`config.mk`:
```
export PLATFORM = sky130hd
export DESIGN_NAME = indirect_register_window
export DESIGN_NICKNAME = d
export VERILOG_FILES = /design/src/regwin_pkg.sv /design/src/indirect_register_window.sv
export SDC_FILE = /design/constraint.sdc
export NUM_CORES = 1
export LEC_CHECK = 0
export ABC_CLOCK_PERIOD_IN_PS = 2000
export BUFFER_PORTS_ARGS = -buffer_cell sky130_fd_sc_hd__buf_2
export CAP_MARGIN = 20
export CORE_MARGIN = 1
export CORE_UTILIZATION = 35
export DETAILED_ROUTE_END_ITERATION = 10
export GPL_TIMING_DRIVEN = 0
export PLACE_DENSITY = 0.7
export SLEW_MARGIN = 20
export SYNTH_ARGS = -nofsm -noshare
export SYNTH_HDL_FRONTEND = slang
export SYNTH_SLANG_ARGS = --single-unit
export TNS_END_PERCENT = 5
```
`constraint.sdc`:
```
create_clock -name i_clk -period 2 [get_ports i_clk]
set_clock_uncertainty 0.2 [all_clocks]
set_input_delay 0.3 -clock i_clk [delete_from_list [all_inputs] [get_ports i_clk]]
set_output_delay 0.3 -clock i_clk [all_outputs]
set_load 0.02 [all_outputs]
```
`src/regwin_pkg.sv`:
```
// constants for the indirect register window
package regwin_pkg;
    localparam int          ADDR_W       = 32;
    localparam int          DATA_W       = 32;
    localparam int          IDX_W        = 8;
    localparam int          BE_W         = DATA_W / 8;
    localparam logic [15:0] WIN_PAGE     = 16'hFEC0;
    localparam logic [7:0]  OFF_SELECT   = 8'h00;
    localparam logic [7:0]  OFF_WINDOW   = 8'h10;
    localparam logic [31:0] SELECT_RESET = 32'h0000_0000;
    localparam logic [31:0] WINDOW_RESET = 32'h0000_0000;
    localparam logic [3:0]  BE_FULL      = 4'hF;
    typedef enum logic [2:0]
    {
        ST_IDLE  = 3'b001,
        ST_ISSUE = 3'b010,
        ST_DONE  = 3'b100
    } win_state_e;
endpackage : regwin_pkg
```
`src/indirect_register_window.sv`:
```
// indirect selector and data window in front of the controller register file
// Functional notes
// - both registers mapped at base-configured memory address
// - full dword write loads the selector
// - window accesses go to selector low byte
// - only whole 32-bit accesses are accepted
// - 64-bit registers appear as separate indices
// - selected register's attributes gate window access
`timescale 1ns/1ps
`default_nettype none
module indirect_register_window
    import regwin_pkg::*;
(
    input  wire logic                          i_clk,          // 250 MHz clock
    input  wire logic                          i_sys_rst,      // sync reset, high
    input  wire logic [7:0]                    i_window_base,  // base config xy byte
    input  wire logic                          i_mem_rd,       // memory read request
    input  wire logic                          i_mem_wr,       // memory write request
    input  wire logic [regwin_pkg::ADDR_W-1:0] i_mem_addr,     // byte address
    input  wire logic [regwin_pkg::BE_W-1:0]   i_mem_be,       // byte enables
    input  wire logic [regwin_pkg::DATA_W-1:0] i_mem_wdata,    // write data
    output logic      [regwin_pkg::DATA_W-1:0] o_mem_rdata,    // read data
    output logic                               o_mem_ack,      // access done pulse
    output logic                               o_mem_err,      // refused access, with ack
    output logic      [regwin_pkg::IDX_W-1:0]  o_int_idx,      // selected internal index
    output logic                               o_int_rd,       // internal read strobe
    output logic                               o_int_wr,       // internal write strobe
    output logic      [regwin_pkg::DATA_W-1:0] o_int_wdata,    // internal write data
    input  wire logic [regwin_pkg::DATA_W-1:0] i_int_rdata,    // internal read data
    input  wire logic                          i_int_readable, // selected reg readable
    input  wire logic                          i_int_writable  // selected reg writable
);
    import regwin_pkg::*;

    ////////////////////////////////////////////////////////////////////////////
    // decode
    win_state_e             state_reg;
    logic [IDX_W-1:0]       select_reg;
    logic                   hit;
    logic                   is_sel;
    logic                   is_win;
    logic                   full;
    logic                   req;
    logic                   rd_pend_reg;
    logic                   win_rd_reg;
    logic                   win_ok_reg;
    logic [DATA_W-1:0]      hold_data_next;

    // other offsets of the page are left to neighbouring decoders: no answer
    assign is_sel = (i_mem_addr[7:0] == OFF_SELECT);
    assign is_win = (i_mem_addr[7:0] == OFF_WINDOW);
    assign hit    = (i_mem_addr[31:16] == WIN_PAGE)
                 && (i_mem_addr[15:8] == i_window_base)
                 && (is_sel || is_win);
    assign full   = (i_mem_be == BE_FULL);
    assign req    = (state_reg == ST_IDLE) && (i_mem_rd || i_mem_wr) && hit;

    ////////////////////////////////////////////////////////////////////////////
    // sequencing: take, issue, answer; one access in flight at a time
    // requests seen while busy are dropped, not queued; host waits for ack
    always_ff @(posedge i_clk)
    begin
        if (i_sys_rst)
        begin
            state_reg <= ST_IDLE;
        end
        else
        begin
            case (state_reg)
                ST_IDLE:  if (req) state_reg <= ST_ISSUE;
                ST_ISSUE: state_reg <= ST_DONE;
                ST_DONE:  state_reg <= ST_IDLE;
                default:  state_reg <= ST_IDLE;
            endcase
        end
    end

    ////////////////////////////////////////////////////////////////////////////
    // selector register
    always_ff @(posedge i_clk)
    begin
        if (i_sys_rst)
        begin
            select_reg <= SELECT_RESET[IDX_W-1:0];
        end
        else if (req && i_mem_wr && is_sel && full)
        begin
            // upper bits dropped: reserved
            select_reg <= i_mem_wdata[IDX_W-1:0];
        end
    end

    // index passes out unchanged; wide registers are just more indices
    assign o_int_idx = select_reg;

    ////////////////////////////////////////////////////////////////////////////
    // internal strobes
    // attributes are those of the index in force at the take edge
    always_ff @(posedge i_clk)
    begin
        if (i_sys_rst)
        begin
            o_int_rd    <= 1'b0;
            o_int_wr    <= 1'b0;
            o_int_wdata <= WINDOW_RESET;
            win_rd_reg  <= 1'b0;
            win_ok_reg  <= 1'b0;
            rd_pend_reg <= 1'b0;
        end
        else
        begin
            o_int_rd <= req && i_mem_rd && is_win && full && i_int_readable;
            o_int_wr <= req && i_mem_wr && is_win && full && i_int_writable;
            if (req)
            begin
                o_int_wdata <= i_mem_wdata;
                win_rd_reg  <= i_mem_rd && is_win;
                rd_pend_reg <= i_mem_rd;
                win_ok_reg  <= full && (is_sel
                    || (i_mem_rd ? i_int_readable : i_int_writable));
            end
        end
    end

    ////////////////////////////////////////////////////////////////////////////
    // answer; a read of the selector returns only the index byte
    // refused and write accesses answer zero so stale data never leaks
    always_comb
    begin
        if (!rd_pend_reg || !win_ok_reg)
        begin
            hold_data_next = WINDOW_RESET;
        end
        else if (win_rd_reg)
        begin
            hold_data_next = i_int_rdata;
        end
        else
        begin
            hold_data_next = {{(DATA_W-IDX_W){1'b0}}, select_reg};
        end
    end

    always_ff @(posedge i_clk)
    begin
        if (i_sys_rst)
        begin
            o_mem_ack   <= 1'b0;
            o_mem_err   <= 1'b0;
            o_mem_rdata <= WINDOW_RESET;
        end
        else
        begin
            o_mem_ack   <= (state_reg == ST_ISSUE);
            o_mem_err   <= (state_reg == ST_ISSUE) && !win_ok_reg;
            o_mem_rdata <= (state_reg == ST_ISSUE) ? hold_data_next : WINDOW_RESET;
        end
    end

    ////////////////////////////////////////////////////////////////////////////
    // checks
    AST_MAP_ACK: assert property (@(posedge i_clk) disable iff (i_sys_rst)
        req |-> ##2 o_mem_ack)
        else $error("mapped access not answered two cycles later");

    AST_SEL_LOAD: assert property (@(posedge i_clk) disable iff (i_sys_rst)
        (req && i_mem_wr && is_sel && full) |=> (select_reg == $past(i_mem_wdata[7:0])))
        else $error("selector did not capture written value");

    AST_WIN_IDX: assert property (@(posedge i_clk) disable iff (i_sys_rst)
        (o_int_rd || o_int_wr) |-> (o_int_idx == $past(select_reg)))
        else $error("window strobe with wrong index");

    AST_NARROW_REFUSED: assert property (@(posedge i_clk) disable iff (i_sys_rst)
        (req && !full) |-> ##1 (!o_int_rd && !o_int_wr) ##1 o_mem_err)
        else $error("narrow access not refused");

    AST_IDX_INDEPENDENT: assert property (@(posedge i_clk) disable iff (i_sys_rst)
        (req && is_win) |=> $stable(o_int_idx))
        else $error("window access changed the index");

    AST_WR_ATTR: assert property (@(posedge i_clk) disable iff (i_sys_rst)
        (req && i_mem_wr && !i_mem_rd && is_win && !i_int_writable)
            |-> ##1 !o_int_wr ##1 o_mem_err)
        else $error("write to non-writable register passed");

    AST_SEL_UPPER_ZERO: assert property (@(posedge i_clk) disable iff (i_sys_rst)
        (req && i_mem_rd && is_sel && full) |-> ##2 (o_mem_rdata[31:8] == 24'h00_0000))
        else $error("selector upper bits read non-zero");

    // a read of a register without read access must not strobe the file
    AST_RD_ATTR: assert property (@(posedge i_clk) disable iff (i_sys_rst)
        (req && i_mem_rd && is_win && !i_int_readable) |-> ##1 !o_int_rd ##1 o_mem_err)
        else $error("read of non-readable register passed");

    AST_WIN_RD_DATA: assert property (@(posedge i_clk) disable iff (i_sys_rst)
        (o_int_rd && (state_reg == ST_ISSUE)) |=> (o_mem_rdata == $past(i_int_rdata)))
        else $error("window read data not returned");

    AST_WIN_WR_DATA: assert property (@(posedge i_clk) disable iff (i_sys_rst)
        (req && i_mem_wr && is_win && full && i_int_writable)
            |=> (o_int_wr && (o_int_wdata == $past(i_mem_wdata))))
        else $error("window write not passed on");

    AST_NO_STROBE_ON_SEL: assert property (@(posedge i_clk) disable iff (i_sys_rst)
        (req && is_sel) |=> (!o_int_rd && !o_int_wr))
        else $error("selector access strobed the register file");

    AST_NARROW_SEL_KEEPS: assert property (@(posedge i_clk) disable iff (i_sys_rst)
        (req && i_mem_wr && is_sel && !full) |=> $stable(select_reg))
        else $error("narrow selector write changed the index");

    AST_ERR_WITH_ACK: assert property (@(posedge i_clk) disable iff (i_sys_rst)
        o_mem_err |-> o_mem_ack)
        else $error("error flag without ack");

    AST_ERR_RDATA_ZERO: assert property (@(posedge i_clk) disable iff (i_sys_rst)
        o_mem_err |-> (o_mem_rdata == 32'h0000_0000))
        else $error("refused access returned data");

    AST_ACK_PULSE: assert property (@(posedge i_clk) disable iff (i_sys_rst)
        o_mem_ack |=> !o_mem_ack)
        else $error("ack held longer than one cycle");
endmodule : indirect_register_window
`default_nettype wire

```
==> results.ini, run 1 <==
[die]
start_util=0.361
floorplan.rows=33
io_pins=190
die-area_sq_mm=0.00885
fp.dieH_um=94.1
die_x_um=94.1
core_area_sq_mm=0.00822

[critical_path]
rr_worst_depth=7
cp_slowest_stage_delay_ns=0.40
crit_type=register to register
arrival_ns=2.09
worst_ep_required_time_ns=2.02
crit_slowest_cell=or3b_4
reg2reg_slack_ns=-0.06
crit_path_end_kind=register
r2r_end=o_int_wdata[8]$_SDFFE_PP0P_
startpoint_type=register
crit_fanout=10
path_cells=or3b_4, nor4_4, nand4_1, buf_6, buf_8, mux2i_1, nor2_1
rr_startpoint=state_reg[0]$_SDFFE_PP1P_

[power_and_ir_drop]
finalPower_mw=3.03
irDropWorstVdd_v=0.000403
power_per_cell_area_mw_per_mm2=608
p_leak_nw=2.57

[cts]
cts_htree_levels=3
clk_latency_ns=0.34
cts.sink_count=82
cts_buffers=9
clockBufferDepth=2
root_buffer=clkbuf_8
tritoncts=yes
clk_pin_slew_ns=0.09

[timing]
finalCritPeriodShare=1.03
fin_tns_setup_ns=-0.922
rsz0062_at_grt=true
setup_violations=42
worst_hold_slack_ns=0.0130
min_period_ns=2.06
slew_headroom=0.535
layout_setup_ws_ns=-0.0642
final-hold-violation-count=0
tightest_slew_ns=0.698
fmax_mhz=484
slew_violations=0

[routing]
wirelength_um=8630
wire_per_inst_um=13.0
via_count=3003
drt_iter0_markers=59
antenna_left=0
vias_per_cell=4.54
drc=0
firstDrtPassIters=4

[hold_path]
min_from=i_mem_wdata[4]
min_path_type=primary input to register
hold_path_depth=3
min_to=o_int_idx[4]$_SDFFE_PP0P_

[final_layout]
n_antenna_cell=0
area_delta_synth_final_pct=67.9
fin_util=0.606
stdcell_count=662
final_nets=666
drive_gt1_frac=0.406

[synth]
synth_cells=290
postSynthAreaPerCell_sq_um=10.2
yosysWarnings=0
synth_seq_area_share=0.553
ys_types=33
synth-seq-cells=82
syn-num-nets=404
syn_area_sq_mm=0.00297

[placed_design]
post-dp-hpwl_um=5860
io_buffer_count=188
dp.cells=583
gp_congestion=0.744

[grt]
grt_usage=0.195
grt_remaining_overflow=0
grt_pass1_wl_um=13300
grt_pass1_vias=3060
antenna_found_initial=0
grt_max_degree=16

[status]
outcome=finished with violations
failed_checks=setup timing

[run]
maxCapViolations=0

[worst max-delay path by stage]
stage,endpoint,depth (start not counted),startpoint
after floorplan,o_int_wdata[10]$_SDFFE_PP0P_,7,i_mem_addr[21]
after global placement,o_mem_rdata[29]$_SDFF_PP0_,6,i_sys_rst
after detailed placement,o_mem_rdata[21]$_SDFF_PP0_,6,i_sys_rst
after CTS,o_mem_rdata[15]$_SDFF_PP0_,5,state_reg[2]$_SDFFE_PP0P_
after global routing,o_int_wdata[0]$_SDFFE_PP0P_,7,state_reg[0]$_SDFFE_PP1P_
final,o_int_wdata[8]$_SDFFE_PP0P_,7,state_reg[0]$_SDFFE_PP1P_
[metal layers]
layer  wire [um]  part of all wire  track usage  up-vias
met1        3370              0.39        0.196     1372
met5           0                 0            0        -
li1            -                 -            -     1496
met2        4540              0.53        0.375      116
met4         211             0.024       0.0885        0
met3         519             0.060       0.0477       19
[synth_stat cells (all sizes together)]
cell type,number,share of area
o221ai,1,0.0030
nor2,46,0.058
nor2b,9,0.019
nand3b,2,0.0051
nor3b,1,0.0025
o2111a,1,0.0038
and2,25,0.053
clkbuf,8,0.010
or2,2,0.0042
o21ai,16,0.027
and4b,2,0.0067
or3b,1,0.0030
nor3,1,0.0017
a21oi,2,0.0034
nor4b,3,0.011
nor4,5,0.011
and4,1,0.0030
or3,1,0.0021
nand4,4,0.0084
buf,7,0.011
or4bb,1,0.0038
dfxtp,82,0.55
xor2,8,0.024
nand3,3,0.0051
nand2b,8,0.017
nand2,6,0.0076
mux2i,41,0.14
inv,2,0.0025
or4,1,0.0025
[kinds of logic (layout without fill, tap and decap cells)]
| logic type | after synthesis | in the layout | synth area share |
|---|---|---|---|
| multiplexers | 41 | 41 | 0.138 |
| buffers and inverters | 17 | 284 | 0.0236 |
| AND/OR/NAND/NOR | 122 | 122 | 0.224 |
| AO/OA/AOI/OAI | 20 | 20 | 0.0371 |
| flip-flops | 82 | 82 | 0.553 |
| XOR/XNOR | 8 | 8 | 0.0236 |
[area by class of cell]
| cell class | instances | area, sq um |
|---|---|---|
| clock inverter | 6 | 50.0 |
| tap | 105 | 131 |
| buffer | 14 | 116 |
| inverter | 2 | 7.51 |
| multi-input combinational | 191 | 1320 |
| clock buffer | 10 | 138 |
| fill | 699 | 3240 |
| sequential | 82 | 1650 |
| timing repair buffer | 252 | 1580 |
[through the flow]
step / setup slack (ns) / instance area [sq um]
CTS: -0.0410 / 4930
detailed placement: -0.450 / 4050
finish: -0.0642 / 4980
global placement: -0.394 / 4050
floorplan: -0.0303 / 2980
global route: -0.122 / 4980
[critical path, delay by kind of cell, from the launching register on]
| family | cells | cell delay (ns) |
|---|---|---|
| and+or+nand+nor | 4 | 0.84 |
| DFF | 1 | 0.38 |
| muxes | 1 | 0.17 |
| buffers and inverters | 2 | 0.34 |
[power breakdown]
part           leakage, nW  internal [mW]  switching [mW]
clock               0.0891          0.496           0.632
combinational         1.82          0.179          0.0923
sequential           0.660           1.63  0.000000000288
[placed cells by master (no fill, tap or decap), types with 2 or more instances in the layout]
master	n
a21oi_1	2
and2_1	25
and4b_1	2
buf_1	2
buf_12	2
buf_2	188
buf_4	2
clkbuf_1	5
clkbuf_2	2
clkbuf_8	11
clkinv_4	3
clkinvlp_4	2
dfxtp_1	80
dlygate4sd3_1	62
inv_1	2
mux2i_1	39
nand2_1	6
nand2b_1	8
nand3_1	2
nand3b_1	2
nand4_1	4
nor2_1	45
nor2b_1	9
nor4_1	4
nor4b_1	2
o21ai_1	15
xor2_1	8
[repair_timing]
| item | 4_1_cts | 5_1_grt |
|---|---|---|
| gates resized for setup | 27 | 13 |
| buffers inserted | 2 | 0 |
| endpoints found under the setup margin | 60 | 63 |
| hold endpoints to repair | 64 | 0 |
| hold buffers | 62 | 0 |
| pin swaps | 4 | 2 |
Power figures use the tool's default switching activity.
==> run 2, diff against run 1 <==
BUFFER_PORTS_ARGS = not set   (was -buffer_cell sky130_fd_sc_hd__buf_2)
DONT_BUFFER_PORTS = 1   (was not set)
PLACE_DENSITY = not set   (was 0.7)
SETUP_SLACK_MARGIN = 0.1   (was not set)
==> run 2 against run 1 <==
The run now ends clean; global-route usage down 3.0 points; worst setup slack better by 0.079 ns; sequential power barely moved; via count is 24% lower; core utilization decreased by 11 points; total power fell by 4.9%; critical path depth unchanged; clock-buffer cell count unchanged; fmax is 4.0% higher; hold slack improved by 0.024 ns; critical path type unchanged; largest cell class is now sequential cells; highest routed layer unchanged.
==> results.ini, run 2 (synthesis gave the netlist of run 1 again) <==
[critical_path]
path_cells=or3b_4, nor4_4, nand4_1, buf_6, or2_1, buf_6, o21ai_1
crit_top_cell=buf_6
crit_fanout=8
worst_ep_required_time_ns=2.08
crit_type=register to register
rr_startpoint=state_reg[0]$_SDFFE_PP1P_
crit_slowest_cell=or3b_4
arrival_ns=2.07
startpoint_type=register
cp_slowest_stage_delay_ns=0.39
crit_path_end_kind=register
worstSetupStartpoint=state_reg[0]$_SDFFE_PP1P_

[die]
floorplan.rows=33
start_util=0.361
fp.dieH_um=94.1
die_x_um=94.1
io_pins=190
die-area_sq_mm=0.00885
core_area_sq_mm=0.00822

[final_layout]
layout_common_cells=dfxtp_1 (80), dlygate4sd3_1 (69), nor2_1 (45)
area_delta_synth_final_pct=38.4
drive_gt1_frac=0.111
final_nets=486
mostFrequentLayoutCell=dfxtp_1
n_antenna_cell=0
fin_util=0.500
stdcell_count=482

[cts]
clockBufferDepth=2
clk_latency_ns=0.34
cts.sink_count=82
root_buffer=clkbuf_8
cts_buffers=9
clk_pin_slew_ns=0.08
tritoncts=yes
cts_htree_levels=3

[power_and_ir_drop]
finalPower_mw=2.88
p_leak_nw=1.73
power_per_cell_area_mw_per_mm2=701
irDropWorstVdd_v=0.000297

[routing]
via_count=2293
drt_iter0_markers=29
vias_per_cell=4.76
wirelength_um=7340
wire_per_inst_um=15.2
firstDrtPassIters=4
drc=0
antenna_left=0

[status]
outcome=complete, no violations

[timing]
slew_headroom=0.624
slew_violations=0
setup_violations=0
final-hold-violation-count=0
finalCritPeriodShare=0.993
rsz0062_at_grt=true
min_period_ns=1.99
tightest_slew_ns=0.563
worst_hold_slack_ns=0.0369
fmax_mhz=504

[run]
maxCapViolations=0

[grt]
grt_remaining_overflow=0
grt_max_degree=16
antenna_found_initial=0
grt_usage=0.166
grt_pass1_vias=2298
grt_pass1_wl_um=11100

[placed_design]
gp_congestion=0.712
dp.cells=395
post-dp-hpwl_um=4990
io_buffer_count=0

[hold_path]
min_from=i_mem_addr[4]
min_path_type=primary input to register

## run 2: cell types whose count changed in the layout (fill, tap and decap cells not counted), moves of 3 or more
cell / delta
buf_2: -188
buf_6: +3
o21ai_2: +4
clkinv_4: -3
o21ai_1: -5
dlygate4sd3_1: +7
## run 2: worst max-delay path, delay by kind of cell (launching register included)
kind / cells / cell delay, ns
and+or+nand+nor: 4 / 0.93
DFF: 1 / 0.37
buffers and inverters: 2 / 0.32
AOI/OAI and AO/OA: 1 / 0.11
## run 2: timing repair
item                       in CTS  in global routing
buffers inserted                2                  0
setup endpoints to repair      67                 66
resized for setup              18                 17
hold endpoints to repair       76                  0
hold buffers                   69                  0
pin swaps                       5                  2
cloned                          0                  0
## run 2: final timing paths
path	end	cells after the start	slack [ns]
min	win_ok_reg$_SDFFE_PP0P_	3	0.04
max	o_int_idx[0]$_SDFFE_PP0P_	7	0.01
max reg2reg	o_int_idx[0]$_SDFFE_PP0P_	7	0.01
min reg2reg	o_mem_ack$_SDFF_PP0_	1	0.27
## run 2: final cells by class
| cell class | instances | area (sq um) |
|---|---|---|
| Buffer | 15 | 105 |
| Clock buffer | 10 | 128 |
| Clock inverter | 6 | 48.8 |
| Fill cell | 750 | 4110 |
| Inverter | 2 | 7.51 |
| Multi-Input combinational cell | 191 | 1330 |
| Sequential cell | 82 | 1650 |
| Tap cell | 105 | 131 |
| Timing Repair Buffer | 71 | 706 |
## run 2: power by group
part	total, mW	switching [mW]	leakage, nW	internal (mW)
combinational	0.174	0.0588	0.992	0.115
sequential	1.63	0.000000000939	0.660	1.63
clock	1.08	0.611	0.0799	0.464
## run 2: routing by layer
metal	routed length, um	global-route usage	vias to the layer above
li1	-	-	1142
met1	2950	0.183	1047
met2	3800	0.290	97
met3	507	0.0623	7
met4	78	0.0577	0
met5	0	0	-
## run 2: per-stage QoR
step | cell area, sq um | setup TNS [ns] | setup slack [ns]
5_1_grt | 4110 | -2.12 | -0.0842
3_5_place_dp | 3120 | -17.67 | -0.473
2_1_floorplan | 2990 | -0.0570 | -0.00712
4_1_cts | 4050 | -0.336 | -0.0394
6_report | 4110 | 0 | 0.0145
3_3_place_gp | 3120 | -14.97 | -0.443
==> run 3, diff against run 2 <==
==> constraint.sdc (replaced) <==
create_clock -name i_clk -period 2 [get_ports i_clk]
set_clock_uncertainty 0.2 [all_clocks]
set_input_delay 0.4 -clock i_clk [delete_from_list [all_inputs] [get_ports i_clk]]
set_output_delay 0.4 -clock i_clk [all_outputs]
set_load 0.02 [all_outputs]
==> run 3 against run 2 <==
Die area unchanged; non-clock buffer count down 4; first-iteration DRC count down 24%; hold slack worse by 0.012 ns; via count unchanged; combinational power down 7%; the flow now finishes with violations (setup timing); highest routed layer unchanged; sequential power about the same.
==> results.ini, run 3 (synthesis gave the netlist of run 1 again) <==
[timing]
layout_setup_ws_ns=-0.0868
fmax_mhz=479
tightest_slew_ns=0.493
slew_violations=0
final-hold-violation-count=0
rsz0062_at_grt=true
setup_violations=42
fin_tns_setup_ns=-1.39
slew_headroom=0.672
min_period_ns=2.09
finalCritPeriodShare=1.04
worst_hold_slack_ns=0.0245

[cts]
tritoncts=yes
cts.sink_count=82
clk_pin_slew_ns=0.09
clk_latency_ns=0.35
clockBufferDepth=2
cts_buffers=9
root_buffer=clkbuf_8
cts_htree_levels=3

[power_and_ir_drop]
power_per_cell_area_mw_per_mm2=720
seq_power_share=0.560
switching_share=0.232
p_int_mw=2.24
power.share.combinational=0.056
p_sw_mw=0.675
irDropWorstVdd_v=0.000326
clockPowerShare=0.384
p_leak_nw=1.71

[grt]
antenna_found_initial=0
grt_pass1_wl_um=10800
grt_pass1_vias=2248
grt_usage=0.159
grt_remaining_overflow=0
grt_max_degree=16

[routing]
wirelength_um=7320
vias_per_cell=4.80
firstDrtPassIters=4
wl_met1_um=2860
drc=0
wire_per_inst_um=15.3
dr_wl_met3_um=542
wl_met2_um=3840
antenna_left=0
via_count=2293
top_layer=met4
drt_iter0_markers=22

[status]
failed_checks=setup timing
outcome=finished with violations

[final_layout]
mostFrequentLayoutCell=dfxtp_1
stdcell_count=478
drive_gt1_frac=0.118
area_delta_synth_final_pct=36.2
n_antenna_cell=0
final_nets=482
layout_common_cells=dfxtp_1 (79), dlygate4sd3_1 (64), nor2_1 (45)

[critical_path]
crit_top_cell=buf_6
crit_fanout=8
rr_startpoint=state_reg[0]$_SDFFE_PP1P_
worst_ep_required_time_ns=2.08
crit_slowest_cell=or3b_4
r2r_end=o_int_idx[3]$_SDFFE_PP0P_
crit_type=register to register
crit_buf_inv=2
worstSetupStartpoint=state_reg[0]$_SDFFE_PP1P_
rr_worst_depth=7
arrival_ns=2.17
crit_path_end_kind=register
startpoint_type=register
reg2reg_slack_ns=-0.09
cp_slowest_stage_delay_ns=0.39
path_cells=or3b_4, nor4_4, nand4_1, buf_6, or2_1, buf_6, o21ai_1
path_delay_family=simple AND/OR/NAND/NOR gates

[hold_path]
min_from=i_int_rdata[5]
min_to=o_mem_rdata[5]$_SDFF_PP0_
min_path_type=primary input to register
hold_path_depth=2

[die]
fp.dieH_um=94.1
start_util=0.361
die-area_sq_mm=0.00885
die_x_um=94.1
io_pins=190
core_area_sq_mm=0.00822
floorplan.rows=33

[placed_design]
dp.cells=395
post-dp-hpwl_um=4900
gp_congestion=0.732
pre_cts_slack_ns=-0.551
io_buffer_count=0

[run]
maxCapViolations=0

==> run 3: cell type report <==
cell class,count,area (sq um)
buffer,15,100
clock buffer,10,138
clock inverter,6,46.3
fill,764,4180
inverter,2,7.51
multi-input combinational,191,1310
sequential,82,1650
tap,105,131
timing repair buffer,67,663
==> run 3: worst max-delay path by stage <==
stage | endpoint | cells after the start
after global routing | o_int_idx[1]$_SDFFE_PP0P_ | 7
after CTS | o_int_idx[2]$_SDFFE_PP0P_ | 7
final | o_int_idx[3]$_SDFFE_PP0P_ | 7
after global placement | o_mem_rdata[29]$_SDFF_PP0_ | 6
after detailed placement | o_mem_rdata[23]$_SDFF_PP0_ | 6
after floorplan | o_int_idx[0]$_SDFFE_PP0P_ | 7
==> run 3: worst reg2reg max path, stage by stage (launching register included) <==
cell and delay (ns):
dfxtp_2 0.35, or3b_4 0.40, nor4_4 0.28, nand4_1 0.14, buf_6 0.18, or2_1 0.24
buf_6 0.14, o21ai_1 0.11
==> run 3: power groups by stage <==
stage	clock network [mW]	registers (mW)	logic, mW
floorplan	0	1.67	0.0446
global placement	0	1.67	0.0539
detailed placement	0	1.67	0.0549
CTS	1.16	1.63	0.157
global route	1.23	1.63	0.176
finish	1.12	1.63	0.162
==> run 3: repair_timing <==
action,4_1_cts,5_1_grt
buffers inserted,3,0
endpoints found under the setup margin,67,65
pin swaps,6,1
hold endpoints to repair,67,2
hold buffers,62,2
gates resized for setup,17,10
==> run 3: per-stage QoR <==
step / cell area, sq um / power (mW) / util
floorplan: 2990 / 1.71 / -
global placement: 3120 / 1.72 / 0.380
detailed placement: 3120 / 1.72 / 0.380
CTS: 3990 / 2.95 / 0.486
global route: 4040 / 3.04 / 0.492
finish: 4040 / 2.91 / 0.492
==> run 3: routing by layer <==
metal,global-route usage,vias up
met5,0,-
met3,0.0510,7
met4,0.0577,0
met1,0.171,1053
met2,0.288,102
li1,-,1131
